`src/tpmt_map.svh`:
```
// register offsets, field positions, reset values and fixed addresses
// assumes an 8-bit register port with a 5-bit address
`ifndef TPMT_MAP_SVH
`define TPMT_MAP_SVH
`define TPMT_R_MODE 5'h00
`define TPMT_R_CNT 5'h01
`define TPMT_R_RSTEP 5'h02
`define TPMT_R_RLEN 5'h03
`define TPMT_R_TTPL 5'h04
`define TPMT_R_TTPH 5'h05
`define TPMT_R_PTPL 5'h06
`define TPMT_R_PTPH 5'h07
`define TPMT_R_CRA 5'h08
`define TPMT_R_CRB 5'h09
`define TPMT_R_PLO 5'h0A
`define TPMT_R_PHI 5'h0B
`define TPMT_R_FLAG 5'h0C
`define TPMT_R_MASK 5'h0D
`define TPMT_R_PRIO 5'h0E
`define TPMT_R_PSW 5'h0F
`define TPMT_R_MEMX 5'h10
`define TPMT_R_CHP 5'h11
`define TPMT_R_STAT 5'h12
`define TPMT_M_CHB 0
`define TPMT_M_HALF 1
`define TPMT_M_AUTO 2
`define TPMT_M_RING 3
`define TPMT_M_TINC 4
`define TPMT_M_EN 5
`define TPMT_X_EXT 0
`define TPMT_X_PW0 4
`define TPMT_X_PW1 5
`define TPMT_MEMX_RST 8'h20
`define TPMT_CHP_RST 8'hCF
`define TPMT_WAIT_PIN 2'h3
`define TPMT_CHAN_HI 8'hFE
`define TPMT_TTPL_OFS 8'h04
`define TPMT_HOT_LO 16'hFED0
`define TPMT_HOT_HI 16'hFEDF
`define TPMT_SFR_CRA 16'hFF10
`define TPMT_SFR_CRB 16'hFF11
`endif

```
`src/tpmt_pkg.sv`:
```
// types shared by the transfer engine and its helpers
// assumes tpmt_map.svh for all numeric constants
package tpmt_pkg;
	typedef enum logic [2:0] {S_IDLE, S_RDT, S_RDD, S_APPLY, S_SPUR} tpmt_state_t;
	typedef struct packed {
		logic busy;
		logic ext;
		logic [1:0] cnt;
		logic [2:0] ws;
		logic wl;
		logic [15:0] addr;
		logic [7:0] data;
	} tpmt_xw_st_t;
	typedef struct packed {
		tpmt_state_t st;
		logic [7:0] mode, cnt, rstep, rlen, pbase, cra, crb, plo, phi, tdat, memx, chp, rdata;
		logic [15:0] ttp, ptp, maddr;
		logic [1:0] flg, pend, mask, prio;
		logic nmip, gie, in_service_priority_flag, nonmask_in_service_flag, chb, mrd, xgo, nlvl;
		logic [2:0] ns;
	} tpmt_eng_st_t;
endpackage : tpmt_pkg

```
`src/tpmt_ctl_if.sv`:
```
// carrier between the engine, the acceptance logic and the external write unit
// assumes all three sit on the same clock
`timescale 1ns/1ps
interface tpmt_ctl_if;
	logic xw_go, xw_busy;
	logic [15:0] xw_addr;
	logic [7:0] xw_data;
	logic [1:0] xw_waits;
	logic ms_req, hi_req, lo_req, nmi_req, gie, in_service_priority_flag, nonmask_in_service_flag, prot_win, bf_hold;
	logic ms_go, nmi_go, hi_go, lo_go;
	modport eng (output xw_go, xw_addr, xw_data, xw_waits, ms_req, hi_req, lo_req, nmi_req, gie, in_service_priority_flag, nonmask_in_service_flag,
		prot_win, bf_hold, input xw_busy, ms_go, nmi_go, hi_go, lo_go);
	modport xw (input xw_go, xw_addr, xw_data, xw_waits, output xw_busy);
	modport acc (input ms_req, hi_req, lo_req, nmi_req, gie, in_service_priority_flag, nonmask_in_service_flag, prot_win, bf_hold,
		output ms_go, nmi_go, hi_go, lo_go);
endinterface : tpmt_ctl_if

```
`src/tpmt_engine.sv`:
```
// timer-plus-pattern transfer engine with interrupt acceptance
// assumes table memory answers a read in the next cycle; match and cpu inputs share the clock
`timescale 1ns/1ps
`include "tpmt_map.svh"

// Operation
// - auto add mode writes compare plus fetched delta back into compare register
// - ring mode replays one stored pattern cyclically from its first entry
// - transfer countdown drops by one per completed transfer
// - in every mode countdown reaching zero raises a cpu interrupt request
// - transfer requests are served during the nmi handler; masks, protected pairs and self-looping branches stop them
// - enable allows high priority requests; enable plus priority flag allows low too
// - return from interrupt clears the nmi in-service flag
// - nmi held only while in service, inside a protected instruction pair or in a self-looping bit branch
// - self-looping bit branch holds every interrupt and transfer pending
// - table pointers increment in low byte only, carry discarded
// - with external memory, timer pointer low byte at hot range causes spurious write
// - spurious write goes to compare register address with pointer location low byte
// - spurious write is a normal external write with programmed wait states
// - one match request loads compare register and selected pattern buffer half
// - mode bit chooses timer pointer retained or incremented
// - ring step counter tracks position, ring length gives pattern length
module tpmt_engine
	import tpmt_pkg::*;
(
	input wire logic SYS_CLK,
	input wire logic RST,
	input wire logic [4:0] ADDR,
	input wire logic [7:0] WDATA,
	input wire logic WR,
	input wire logic RD,
	output logic [7:0] RDATA,
	input wire logic MATCH_A,
	input wire logic MATCH_B,
	input wire logic NMI_N,
	input wire logic RETURN_FROM_INTERRUPT_INSTR,
	input wire logic PROTECTED_PAIR,
	input wire logic BRANCH_IF_BIT_CLEAR_LOOP,
	output logic [15:0] MEM_ADDR,
	output logic MEM_RD,
	input wire logic [7:0] MEM_RDATA,
	output logic [7:0] COMPARE_REG_A,
	output logic [7:0] COMPARE_REG_B,
	output logic [7:0] PATTERN_BUFFER_LOW,
	output logic [7:0] PATTERN_BUFFER_HIGH,
	output logic NMI_TAKE,
	output logic INT_TAKE_A,
	output logic INT_TAKE_B,
	output logic INT_PEND,
	input wire logic EXT_WAIT,
	output logic EXT_WR_N,
	output logic [15:0] EXT_ADDR,
	output logic [7:0] EXT_DATA
);
	tpmt_eng_st_t q, d;
	tpmt_ctl_if c ();

	// low-byte increment, carry out of bit 7 dropped
	function automatic logic [15:0] inc_low(input logic [15:0] p);
		inc_low = {p[15:8], p[7:0] + 8'h01};
	endfunction : inc_low

	logic sel, nmi_edge, spur, ring;
	logic [1:0] live, hi_v, lo_v, take;
	logic [7:0] tloc, nstep, ncnt;
	logic [15:0] tloc_addr;

	assign sel = q.mode[`TPMT_M_CHB];
	assign ring = q.mode[`TPMT_M_RING];
	assign live = q.flg & ~q.mask;
	assign hi_v = live & q.prio;
	assign lo_v = live & ~q.prio;
	assign tloc = q.chp + `TPMT_TTPL_OFS;
	assign tloc_addr = {`TPMT_CHAN_HI, tloc};
	assign spur = q.memx[`TPMT_X_EXT] && tloc_addr >= `TPMT_HOT_LO && tloc_addr <= `TPMT_HOT_HI;
	assign nstep = q.rstep - 8'h01;
	assign ncnt = q.cnt - 8'h01;

	// ---------------------------------------------------------------
	// next state
	// ---------------------------------------------------------------
	always_comb begin
		d = q;
		d.rdata = 8'h00;
		d.mrd = 1'b0;
		d.xgo = 1'b0;
		take = 2'b00;
		// nmi pin: third and second flop must agree before a change counts
		d.ns = {q.ns[1:0], NMI_N};
		nmi_edge = (q.ns[1] == q.ns[2]) && !q.ns[2] && q.nlvl;
		if (q.ns[1] == q.ns[2]) begin
			d.nlvl = q.ns[2];
		end
		if (WR) begin
			case (ADDR)
				`TPMT_R_MODE: d.mode = WDATA;
				`TPMT_R_CNT: d.cnt = WDATA;
				`TPMT_R_RSTEP: d.rstep = WDATA;
				`TPMT_R_RLEN: d.rlen = WDATA;
				`TPMT_R_TTPL: d.ttp[7:0] = WDATA;
				`TPMT_R_TTPH: d.ttp[15:8] = WDATA;
				`TPMT_R_PTPL: begin
					d.ptp[7:0] = WDATA;
					d.pbase = WDATA;
				end
				`TPMT_R_PTPH: d.ptp[15:8] = WDATA;
				`TPMT_R_CRA: d.cra = WDATA;
				`TPMT_R_CRB: d.crb = WDATA;
				`TPMT_R_PLO: d.plo = WDATA;
				`TPMT_R_PHI: d.phi = WDATA;
				`TPMT_R_FLAG: begin
					d.flg = q.flg & ~WDATA[1:0];
					d.nmip = q.nmip & ~WDATA[2];
				end
				`TPMT_R_MASK: d.mask = WDATA[1:0];
				`TPMT_R_PRIO: d.prio = WDATA[1:0];
				`TPMT_R_PSW: begin
					d.gie = WDATA[0];
					d.in_service_priority_flag = WDATA[1];
					d.nonmask_in_service_flag = WDATA[2];
				end
				`TPMT_R_MEMX: d.memx = WDATA;
				`TPMT_R_CHP: d.chp = WDATA;
				default: ;
			endcase
		end
		if (RD) begin
			case (ADDR)
				`TPMT_R_MODE: d.rdata = q.mode;
				`TPMT_R_CNT: d.rdata = q.cnt;
				`TPMT_R_RSTEP: d.rdata = q.rstep;
				`TPMT_R_RLEN: d.rdata = q.rlen;
				`TPMT_R_TTPL: d.rdata = q.ttp[7:0];
				`TPMT_R_TTPH: d.rdata = q.ttp[15:8];
				`TPMT_R_PTPL: d.rdata = q.ptp[7:0];
				`TPMT_R_PTPH: d.rdata = q.ptp[15:8];
				`TPMT_R_CRA: d.rdata = q.cra;
				`TPMT_R_CRB: d.rdata = q.crb;
				`TPMT_R_PLO: d.rdata = q.plo;
				`TPMT_R_PHI: d.rdata = q.phi;
				`TPMT_R_FLAG: d.rdata = {5'h00, q.nmip, q.flg};
				`TPMT_R_MASK: d.rdata = {6'h00, q.mask};
				`TPMT_R_PRIO: d.rdata = {6'h00, q.prio};
				`TPMT_R_PSW: d.rdata = {5'h00, q.nonmask_in_service_flag, q.in_service_priority_flag, q.gie};
				`TPMT_R_MEMX: d.rdata = q.memx;
				`TPMT_R_CHP: d.rdata = q.chp;
				`TPMT_R_STAT: d.rdata = {4'h0, q.st, q.xgo | c.xw_busy};
				default: d.rdata = 8'h00;
			endcase
		end
		// cpu acknowledge of a maskable request clears its flag
		if (c.hi_go) begin
			take = hi_v[0] ? 2'b01 : 2'b10;
		end else if (c.lo_go) begin
			take = lo_v[0] ? 2'b01 : 2'b10;
		end
		d.flg = d.flg & ~take;
		// nmi in service: return clears it, acceptance sets it and wins
		if (RETURN_FROM_INTERRUPT_INSTR) begin
			d.nonmask_in_service_flag = 1'b0;
		end
		if (c.nmi_go) begin
			d.nmip = 1'b0;
			d.nonmask_in_service_flag = 1'b1;
		end
		if (nmi_edge) begin
			d.nmip = 1'b1;
		end
		// a match on the channel not owned by the engine goes straight to the cpu
		if (MATCH_A) begin
			if (q.mode[`TPMT_M_EN] && !sel) begin
				d.pend[0] = 1'b1;
			end else begin
				d.flg[0] = 1'b1;
			end
		end
		if (MATCH_B) begin
			if (q.mode[`TPMT_M_EN] && sel) begin
				d.pend[1] = 1'b1;
			end else begin
				d.flg[1] = 1'b1;
			end
		end
		case (q.st)
			S_IDLE: begin
				if (q.pend[sel] && q.cnt == 8'h00) begin
					d.pend[sel] = 1'b0;
					d.flg[sel] = 1'b1;
				end else if (c.ms_go) begin
					d.pend[sel] = 1'b0;
					d.chb = sel;
					d.maddr = q.ttp;
					d.mrd = 1'b1;
					d.st = S_RDT;
				end
			end
			S_RDT: begin
				d.maddr = q.ptp;
				d.mrd = 1'b1;
				d.st = S_RDD;
			end
			S_RDD: begin
				d.tdat = MEM_RDATA;
				d.st = S_APPLY;
			end
			S_APPLY: begin
				if (q.chb) begin
					d.crb = q.mode[`TPMT_M_AUTO] ? q.crb + q.tdat : q.tdat;
				end else begin
					d.cra = q.mode[`TPMT_M_AUTO] ? q.cra + q.tdat : q.tdat;
				end
				if (q.mode[`TPMT_M_HALF]) begin
					d.phi = MEM_RDATA;
				end else begin
					d.plo = MEM_RDATA;
				end
				if (q.mode[`TPMT_M_TINC]) begin
					d.ttp = inc_low(q.ttp);
				end
				d.ptp = inc_low(q.ptp);
				if (ring) begin
					d.rstep = nstep;
					if (nstep == 8'h00) begin
						d.rstep = q.rlen;
						d.ptp[7:0] = q.pbase;
					end
				end
				d.cnt = ncnt;
				if (ncnt == 8'h00) begin
					d.flg[q.chb] = 1'b1;
				end
				if (spur) begin
					d.xgo = 1'b1;
					d.st = S_SPUR;
				end else begin
					d.st = S_IDLE;
				end
			end
			S_SPUR: begin
				if (!q.xgo && !c.xw_busy) begin
					d.st = S_IDLE;
				end
			end
			default: d.st = S_IDLE;
		endcase
	end

	always_ff @(posedge SYS_CLK or posedge RST) begin
		if (RST) begin
			q <= '0;
			q.memx <= `TPMT_MEMX_RST;
			q.chp <= `TPMT_CHP_RST;
			q.mask <= 2'b11;
			q.ns <= 3'h7;
			q.nlvl <= 1'b1;
		end else begin
			q <= d;
		end
	end

	// ---------------------------------------------------------------
	// helpers and outputs
	// ---------------------------------------------------------------
	assign c.ms_req = (q.st == S_IDLE) && q.pend[sel] && !q.mask[sel] && q.cnt != 8'h00;
	assign c.hi_req = |hi_v;
	assign c.lo_req = |lo_v;
	assign c.nmi_req = q.nmip;
	assign c.gie = q.gie;
	assign c.in_service_priority_flag = q.in_service_priority_flag;
	assign c.nonmask_in_service_flag = q.nonmask_in_service_flag;
	assign c.prot_win = PROTECTED_PAIR;
	assign c.bf_hold = BRANCH_IF_BIT_CLEAR_LOOP;
	assign c.xw_go = q.xgo;
	assign c.xw_addr = q.chb ? `TPMT_SFR_CRB : `TPMT_SFR_CRA;
	assign c.xw_data = tloc;
	assign c.xw_waits = {q.memx[`TPMT_X_PW1], q.memx[`TPMT_X_PW0]};

	tpmt_accept u_acc (
		.clk(SYS_CLK),
		.rst(RST),
		.c(c.acc)
	);

	tpmt_xwrite u_xw (
		.clk(SYS_CLK),
		.rst(RST),
		.c(c.xw),
		.wait_pin(EXT_WAIT),
		.ext_wr_n(EXT_WR_N),
		.ext_addr(EXT_ADDR),
		.ext_data(EXT_DATA)
	);

	assign RDATA = q.rdata;
	assign MEM_ADDR = q.maddr;
	assign MEM_RD = q.mrd;
	assign COMPARE_REG_A = q.cra;
	assign COMPARE_REG_B = q.crb;
	assign PATTERN_BUFFER_LOW = q.plo;
	assign PATTERN_BUFFER_HIGH = q.phi;
	assign NMI_TAKE = c.nmi_go;
	assign INT_TAKE_A = take[0];
	assign INT_TAKE_B = take[1];
	assign INT_PEND = |live;

	// ---------------------------------------------------------------
	// checks
	// ---------------------------------------------------------------
	logic [7:0] sum_a;
	assign sum_a = (q.chb ? q.crb : q.cra) + q.tdat;
endmodule : tpmt_engine

```
`src/tpmt_accept.sv`:
```
// request acceptance: non-maskable, transfer service, high and low priority
// assumes requests and flags come from logic on the same clock
`timescale 1ns/1ps
module tpmt_accept
	import tpmt_pkg::*;
(
	input wire logic clk,
	input wire logic rst,
	tpmt_ctl_if.acc c
);
	logic hold;
	assign hold = c.bf_hold | c.prot_win;
	assign c.nmi_go = c.nmi_req & ~c.nonmask_in_service_flag & ~c.prot_win & ~c.bf_hold;
	assign c.ms_go = c.ms_req & ~hold & ~c.nmi_go;
	assign c.hi_go = c.hi_req & c.gie & ~hold & ~c.nmi_go & ~c.ms_req;
	assign c.lo_go = c.lo_req & c.gie & c.in_service_priority_flag & ~hold & ~c.nmi_go & ~c.ms_req & ~c.hi_req;
endmodule : tpmt_accept

```
`src/tpmt_xwrite.sv`:
```
// external write cycle with programmable wait states
// assumes the wait pin is asynchronous to the clock
`timescale 1ns/1ps
`include "tpmt_map.svh"
module tpmt_xwrite
	import tpmt_pkg::*;
(
	input wire logic clk,
	input wire logic rst,
	tpmt_ctl_if.xw c,
	input wire logic wait_pin,
	output logic ext_wr_n,
	output logic [15:0] ext_addr,
	output logic [7:0] ext_data
);
	tpmt_xw_st_t q, d;

	always_comb begin
		d = q;
		d.ws = {q.ws[1:0], wait_pin};
		if (q.ws[1] == q.ws[2]) begin
			d.wl = q.ws[2];
		end
		if (!q.busy) begin
			if (c.xw_go) begin
				d.busy = 1'b1;
				d.ext = (c.xw_waits == `TPMT_WAIT_PIN);
				d.cnt = (c.xw_waits == `TPMT_WAIT_PIN) ? 2'h0 : c.xw_waits;
				d.addr = c.xw_addr;
				d.data = c.xw_data;
			end
		end else if (q.cnt != 2'h0) begin
			d.cnt = q.cnt - 2'h1;
		end else if (!(q.ext && q.wl)) begin
			d.busy = 1'b0;
		end
	end

	always_ff @(posedge clk or posedge rst) begin
		if (rst) begin
			q <= '0;
		end else begin
			q <= d;
		end
	end

	assign c.xw_busy = q.busy;
	assign ext_wr_n = ~q.busy;
	assign ext_addr = q.addr;
	assign ext_data = q.data;
endmodule : tpmt_xwrite

```
`config.mk`:
```
export PLATFORM = sky130hd
export DESIGN_NAME = tpmt_engine
export DESIGN_NICKNAME = d
export VERILOG_FILES = /design/src/tpmt_pkg.sv /design/src/tpmt_ctl_if.sv /design/src/tpmt_engine.sv /design/src/tpmt_accept.sv /design/src/tpmt_xwrite.sv
export VERILOG_INCLUDE_DIRS = /design/src
export SDC_FILE = /design/constraint.sdc
export NUM_CORES = 1
export LEC_CHECK = 0
export BUFFER_PORTS_ARGS = -buffer_cell sky130_fd_sc_hd__buf_4
export CORE_MARGIN = 2
export CORE_UTILIZATION = 33
export DETAILED_ROUTE_END_ITERATION = 12
export SLEW_MARGIN = 0
export SYNTH_ARGS = -nofsm -noshare
export SYNTH_HDL_FRONTEND = slang
export SYNTH_SLANG_ARGS = --single-unit
```
`constraint.sdc`:
```
create_clock -name SYS_CLK -period 5.6 [get_ports SYS_CLK]
set_input_delay 0.28 -clock SYS_CLK [delete_from_list [all_inputs] [get_ports SYS_CLK]]
set_output_delay 0.28 -clock SYS_CLK [all_outputs]
set_load 0.005 [all_outputs]
```
# Word level (Yosys, flattened, before mapping)
# Cells that the tools add are included.
# Widths: inputs -> output; s select.
dict set report word_totals {
  register_bits 206
  latch_bits 0
  ramBits 0
  romBits 0
  inputBits 32
  out_inout_bits 86
  elab_cells 267
  n_memories 0
}
dict set report classes {
  addsub 8
  multipliers 0
  div 0
  order_cmp 6
  eq_ne 30
  n_shift 0
  muxes 86
  bitwise 42
  reduce_logical 56
}
# operator n
set ops {}
lappend ops {{$mux 8} 23}
lappend ops {{$pmux 8 s19} 1}
lappend ops {{$mux 32} 3}
lappend ops {{$mux 16} 4}
lappend ops {{$mux 64} 1}
lappend ops {{$eq 5x4->1 const B} 8}
lappend ops {{$pmux 16 s2} 1}
lappend ops {{$mux 2} 14}
lappend ops {{$reduce_and 2->1} 14}
lappend ops {{$mux 1} 27}
lappend ops {{$logic_not 8->1} 3}
lappend ops {{$eq 5x3->1 const B} 4}
lappend ops {{$add 8x1->8 const B} 2}
lappend ops {{$add 8x8->8} 2}
lappend ops {{$and 1x1->1} 16}
lappend ops {{$ge 16x16->1 const B} 1}
lappend ops {{$le 16x16->1 const B} 1}
lappend ops {{$sub 8x1->8 const B} 2}
lappend ops {{$eq 5x5->1 const B} 3}
lappend ops {{$mux 3} 5}
lappend ops {{$pmux 3 s5} 1}
lappend ops {{$logic_and 1x1->1} 14}
lappend ops {{$and 2x2->2} 6}
lappend ops {{$reduce_and 3->1} 4}
lappend ops {{other kinds (27)} 68}

# Logic depth before layout (Yosys ltp)
dict set report depth {
  depth_word 19
  mapped_depth 10
  mapped_depth_nobuf 9
}

# Cells and area by module
# From an unflattened synthesis, not the netlist that was laid out.
dict set report unflattened {
  hier_cells 1185
  area_unflattened_um2 11876.4
}
# mod n_inst cells_per_inst area_per_inst_um2 seq_area_each_um2
set by_module_without_submodules {}
lappend by_module_without_submodules {tpmt_engine 1 1073 10385.0 4370.4}
lappend by_module_without_submodules {tpmt_xwrite 1 104 1420.1 800.8}
lappend by_module_without_submodules {tpmt_accept 1 8 71.3 0.0}

# Least setup slack after synthesis
# OpenSTA, ideal clock, no wires.
dict set report synth_path {
  path_type {register to register}
  startpoint {reg q[147] (netlist bit)}
  endpoint {reg q[40] (netlist bit)}
  setup_ns 0.082
  t_arrival_ns 2.406
  required_time_ns 5.518
  setup_slack_ns 3.112
  stages_incl_launch_ff 9
  n_path_buf 0
  period_less_slack_ns 2.488
  cell_sequence {dfrtp_1 inv_1 ha_1 nor3b_1 xnor2_1 nand3_1 nor4_4 mux2_4 a22oi_2}
}
dict set report synth_via {
  elab_chain_cells 5
}
# item line
set synth_rtl {}
lappend synth_rtl {{start: declaration} tpmt_engine.sv:55} ;# tpmt_eng_st_t q, d;
lappend synth_rtl {{$sub 8x1->8} tpmt_engine.sv:76} ;# assign nstep = q.rstep - 8'h01;
lappend synth_rtl {{$logic_not 8->1} tpmt_engine.sv:223} ;# if (nstep == 8'h00) begin
lappend synth_rtl {{$mux 8} tpmt_engine.sv:223}
lappend synth_rtl {{$mux 8} tpmt_engine.sv:221} ;# if (ring) begin
lappend synth_rtl {{$mux 32} tpmt_engine.sv:184} ;# case (q.st)
# No other way between the ends.
# A chain may end at the register's enable or synchronous reset.

# Final worst setup path
dict set report layout_path {
  startpoint {reg q[155] (netlist bit)}
  endpoint {out INT_TAKE_B}
}
dict set report layout_via {
  elab_chain_cells 7
  word_cells_on_any_way 8
  cone_classes {mux (2); bitwise (4); reduce/logical (2)}
}
# item line
set layout_rtl {}
lappend layout_rtl {{$reduce_bool 8->1 (*)} tpmt_engine.sv:264} ;# assign c.ms_req = (q.st == S_IDLE) && q.pend[sel] && !q.mask[sel] && q.cnt != 8'h00;
lappend layout_rtl {{$logic_and 1x1->1 (*)} tpmt_engine.sv:264}
lappend layout_rtl {{$not 1->1 (*)} {tpmt_accept.sv:15, tpmt_accept.sv:16}}
lappend layout_rtl {{$and 1x1->1 (2 in series)} tpmt_accept.sv:16} ;# assign c.lo_go = c.lo_req & c.gie & c.in_service_priority_flag & ~hold & ~c.nmi_go & ~c.ms_req & ~c.hi_req;
lappend layout_rtl {{$mux 2} tpmt_engine.sv:154} ;# end else if (c.lo_go) begin
lappend layout_rtl {{$mux 2 (*)} tpmt_engine.sv:152} ;# if (c.hi_go) begin
lappend layout_rtl {{end: declaration} tpmt_engine.sv:48} ;# output logic INT_TAKE_B,
# Every way passes the cells marked *; elsewhere a longest branch is shown, timed or not.

==> results.py <==
metrics = {
    "worst_setup_path": {
        "max_stage_delay_ps": 490,
        "critPathTopFamily": "simple AND/OR/NAND/NOR gates",
        "path_class": "flip-flop to output pin",
        "arrival_ps": 2920,
        "required_ps": 5320,
        "cp.depth": 8,
        "crit_chain": "inv_1 -> ha_1 -> or3b_4 -> nor3_4 -> nand3b_1 -> nand3_1 -> a211oi_1 -> buf_4",
        "endpoint_kind": "output pin",
        "reg2reg_depth": 8,
        "crit_path_top_delay_cell": "dfrtp_1",
        "cp.buffers_inverters": 2,
        "critPathMaxFanout": 7,
        "startpoint_type": "flip-flop",
    },
    "global_routing": {
        "antenna_found_initial": 0,
        "grt_pass1_vias": 8394,
        "grt_max_degree": 144,
        "grt-ovfl-total": 0,
        "grt_pass1_wl_microns": 54600,
        "grt_use_total_pct": 20.6,
    },
    "final_layout": {
        "final_common_cell": "dfrtp_1",
        "syn2layout_area_growth_pct": 11.3,
        "antenna_cells": 0,
        "drive_gt1_share_pct": 22.8,
        "fin_area_sq_um": 12400,
        "final_cell_mix": "dfrtp_1, nand2_1, buf_4, mux2_2, mux2i_1",
        "nNetsFinal": 1187,
    },
    "routing": {
        "drt_wl_total_microns": 36500,
        "dr.first_iter.drc_count": 933,
        "viasPerCell": 5.55,
        "ant_nets": 0,
        "vias": 8823,
        "wire_per_inst_microns": 22.9,
        "drt_first_pass_iters": 5,
        "drc": 0,
    },
    "timing": {
        "maxSlewViolCount": 0,
        "period_share_pct": 57.1,
        "max_freq_ghz": 0.313,
        "max_slew_margin_pct": 25.0,
        "timing.hold.ws_ps": 15.7,
        "skew_ps": 10.2,
        "final-setup-viol-count": 0,
        "rsz0062_at_grt": "no",
        "tightestPinTransition_ps": 1120,
        "min_period_ps": 3200,
        "tns_ps": 0,
        "hold_viol_final": 0,
    },
    "power": {
        "p_per_area_nw_per_um2": 480,
        "p_total_w": 0.00594,
        "max-vdd-ir-drop_v": 0.000397,
        "leakage_nw": 5.47,
    },
    "hold_path": {
        "hp-class": "input pin to flip-flop",
        "holdPathStages": 2,
    },
    "placed_design": {
        "placed_cell_area_sq_um": 11700,
        "gp_congestion": 0.964,
        "port_buffers": 111,
        "place_hpwl_microns": 26500,
    },
    "synth": {
        "synth_warnings": 0,
        "synthCells": 1127,
        "avgSynthCellArea_sq_um": 9.87,
        "synth_area_sq_um": 11100,
        "synth_seq_area_share_pct": 43.3,
        "synth_edf_count": 0,
        "ys_async_sr_fraction_pct": 100,
        "ys_seq_elements": 192,
        "ys_types": 73,
        "synthFlopType": "dfrtp_1",
    },
    "clock_tree": {
        "cts_inserted_buffers": 17,
        "cts.sinks": 192,
        "path_clk_slew_ps": 80,
        "root_buffer": "clkbuf_16",
        "clk_path_buf_depth": 2,
        "cts_max_level": 4,
        "cts_setup_buffers": 0,
        "worstSkewPairLatency_ps": 450,
        "cts_tree": "yes",
    },
    "floorplanning": {
        "initial_core_util_pct": 33.3,
        "fp-row-count": 67,
        "die_h_microns": 188,
        "die-area_sq_um": 35200,
        "core_area_sq_um": 33400,
        "num_io_pins": 118,
        "die_w_microns": 188,
    },
    "outcome": {
        "outcome": "finished, final reports clean",
    },
    "flow_run": {
        "drv_cap": 0,
    },
}
## state kept, by name (all words and copies together) (netlist names), 2 cells and up
name                 flops
COMPARE_REG_A            8
d                        2
c.xw_waits               2
RDATA                    8
MEM_ADDR                16
u_xw.d                   2
PATTERN_BUFFER_HIGH      8
PATTERN_BUFFER_LOW       8
u_xw.ext_addr            2
q                      108
u_xw.q                   5
u_xw.ext_data            8
COMPARE_REG_B            8
## logic make-up after synthesis
logic type / synth area share [%]
and+or+nand+nor: 14.1
AOI/OAI and AO/OA: 14.9
buffers and inverters: 8.68
adders and majority gates: 3.15
xor gates and xnor gates: 2.35
DFF: 43.3
other: 0.0337
muxes: 13.4
## power by group
group / leakage (nW) / internal (W) / switching, W
logic: 2.83 / 0.00104 / 0.00105
clock network: 0.301 / 0.000690 / 0.000604
registers: 2.33 / 0.00182 / 0.000728
## worst register-to-register path, delay by kind of cell (launching register included)
family,cells,cell delay [ps]
muxes,1,360
adders and majority gates,1,210
xor gates and xnor gates,1,170
and+or+nand+nor,3,1400
DFF,1,460
AOI/OAI and AO/OA,1,110
buffers and inverters,1,110
## cells in the mapped netlist, drive strengths merged, types with 8 or more instances
master,count,area (sq um)
xor2,17,156
clkbuf,40,150
nor2b,14,87.6
nand3,28,140
a21o,8,60.1
a211oi,21,158
inv,31,116
xnor2,12,105
a22o,8,70.1
mux2i,65,651
nand4,11,68.8
dfstp,13,342
o21ai,59,295
a221oi,14,123
a31oi,15,93.8
dfrtp,179,4480
nand2,122,458
and3,8,50.1
mux2,74,837
nor3,26,166
a21oi,62,310
nand2b,11,68.8
ha,24,300
buf,100,699
nor2,59,224
a22oi,32,245
## metrics by stage
stage          util (%)  std cells  worst slack (ps)
6_report           37.1       1590              2400
5_1_grt            37.1       1590              2200
4_1_cts            37.1       1590              2410
3_5_place_dp       35.2       1556              2770
3_3_place_gp       35.2       1556              2820
2_1_floorplan         -       1132               114
## worst paths after layout
check | startpoint | to | slack [ps]
max | q[155]$_DFFE_PP0P_ | INT_TAKE_B | 2400
min in group asynchronous | RST | q[53]$_DFF_PP0_ | 60
min | RETURN_FROM_INTERRUPT_INSTR | c.nonmask_in_service_flag$_DFFE_PP0P_ | 20
max in group asynchronous | RST | COMPARE_REG_A[7]$_DFF_PP0_ | 4260
max reg2reg | q[147]$_DFF_PP0_ | q[40]$_DFFE_PP0P_ | 2710
min reg2reg | u_xw.d[26]$_DFF_PP0_ | u_xw.d[27]$_DFF_PP0_ | 360
## cell type report
| type | count | area, sq um |
|---|---|---|
| timing repair buffer | 118 | 891 |
| clock inverter | 13 | 171 |
| tap | 448 | 561 |
| clock buffer | 19 | 443 |
| fill | 3389 | 21000 |
| sequential | 192 | 4820 |
| inverter | 31 | 124 |
| multi-input combinational | 769 | 5370 |
## per-layer routing
metal  global-route usage (%)  up-vias  share of wire [%]
li1                         -     3976                  -
met1                     30.2     4450                 47
met2                     30.5      341                 43
met3                     4.10       56                6.6
met4                     6.72        0                2.8
met5                        0        -                  0
## timing repair
item                                   4_1_cts  5_1_grt
resized for setup                            0        0
endpoints found under the hold margin        2        0
hold buffers                                 2        0
Note: power is estimated with default switching activity, not from simulation.
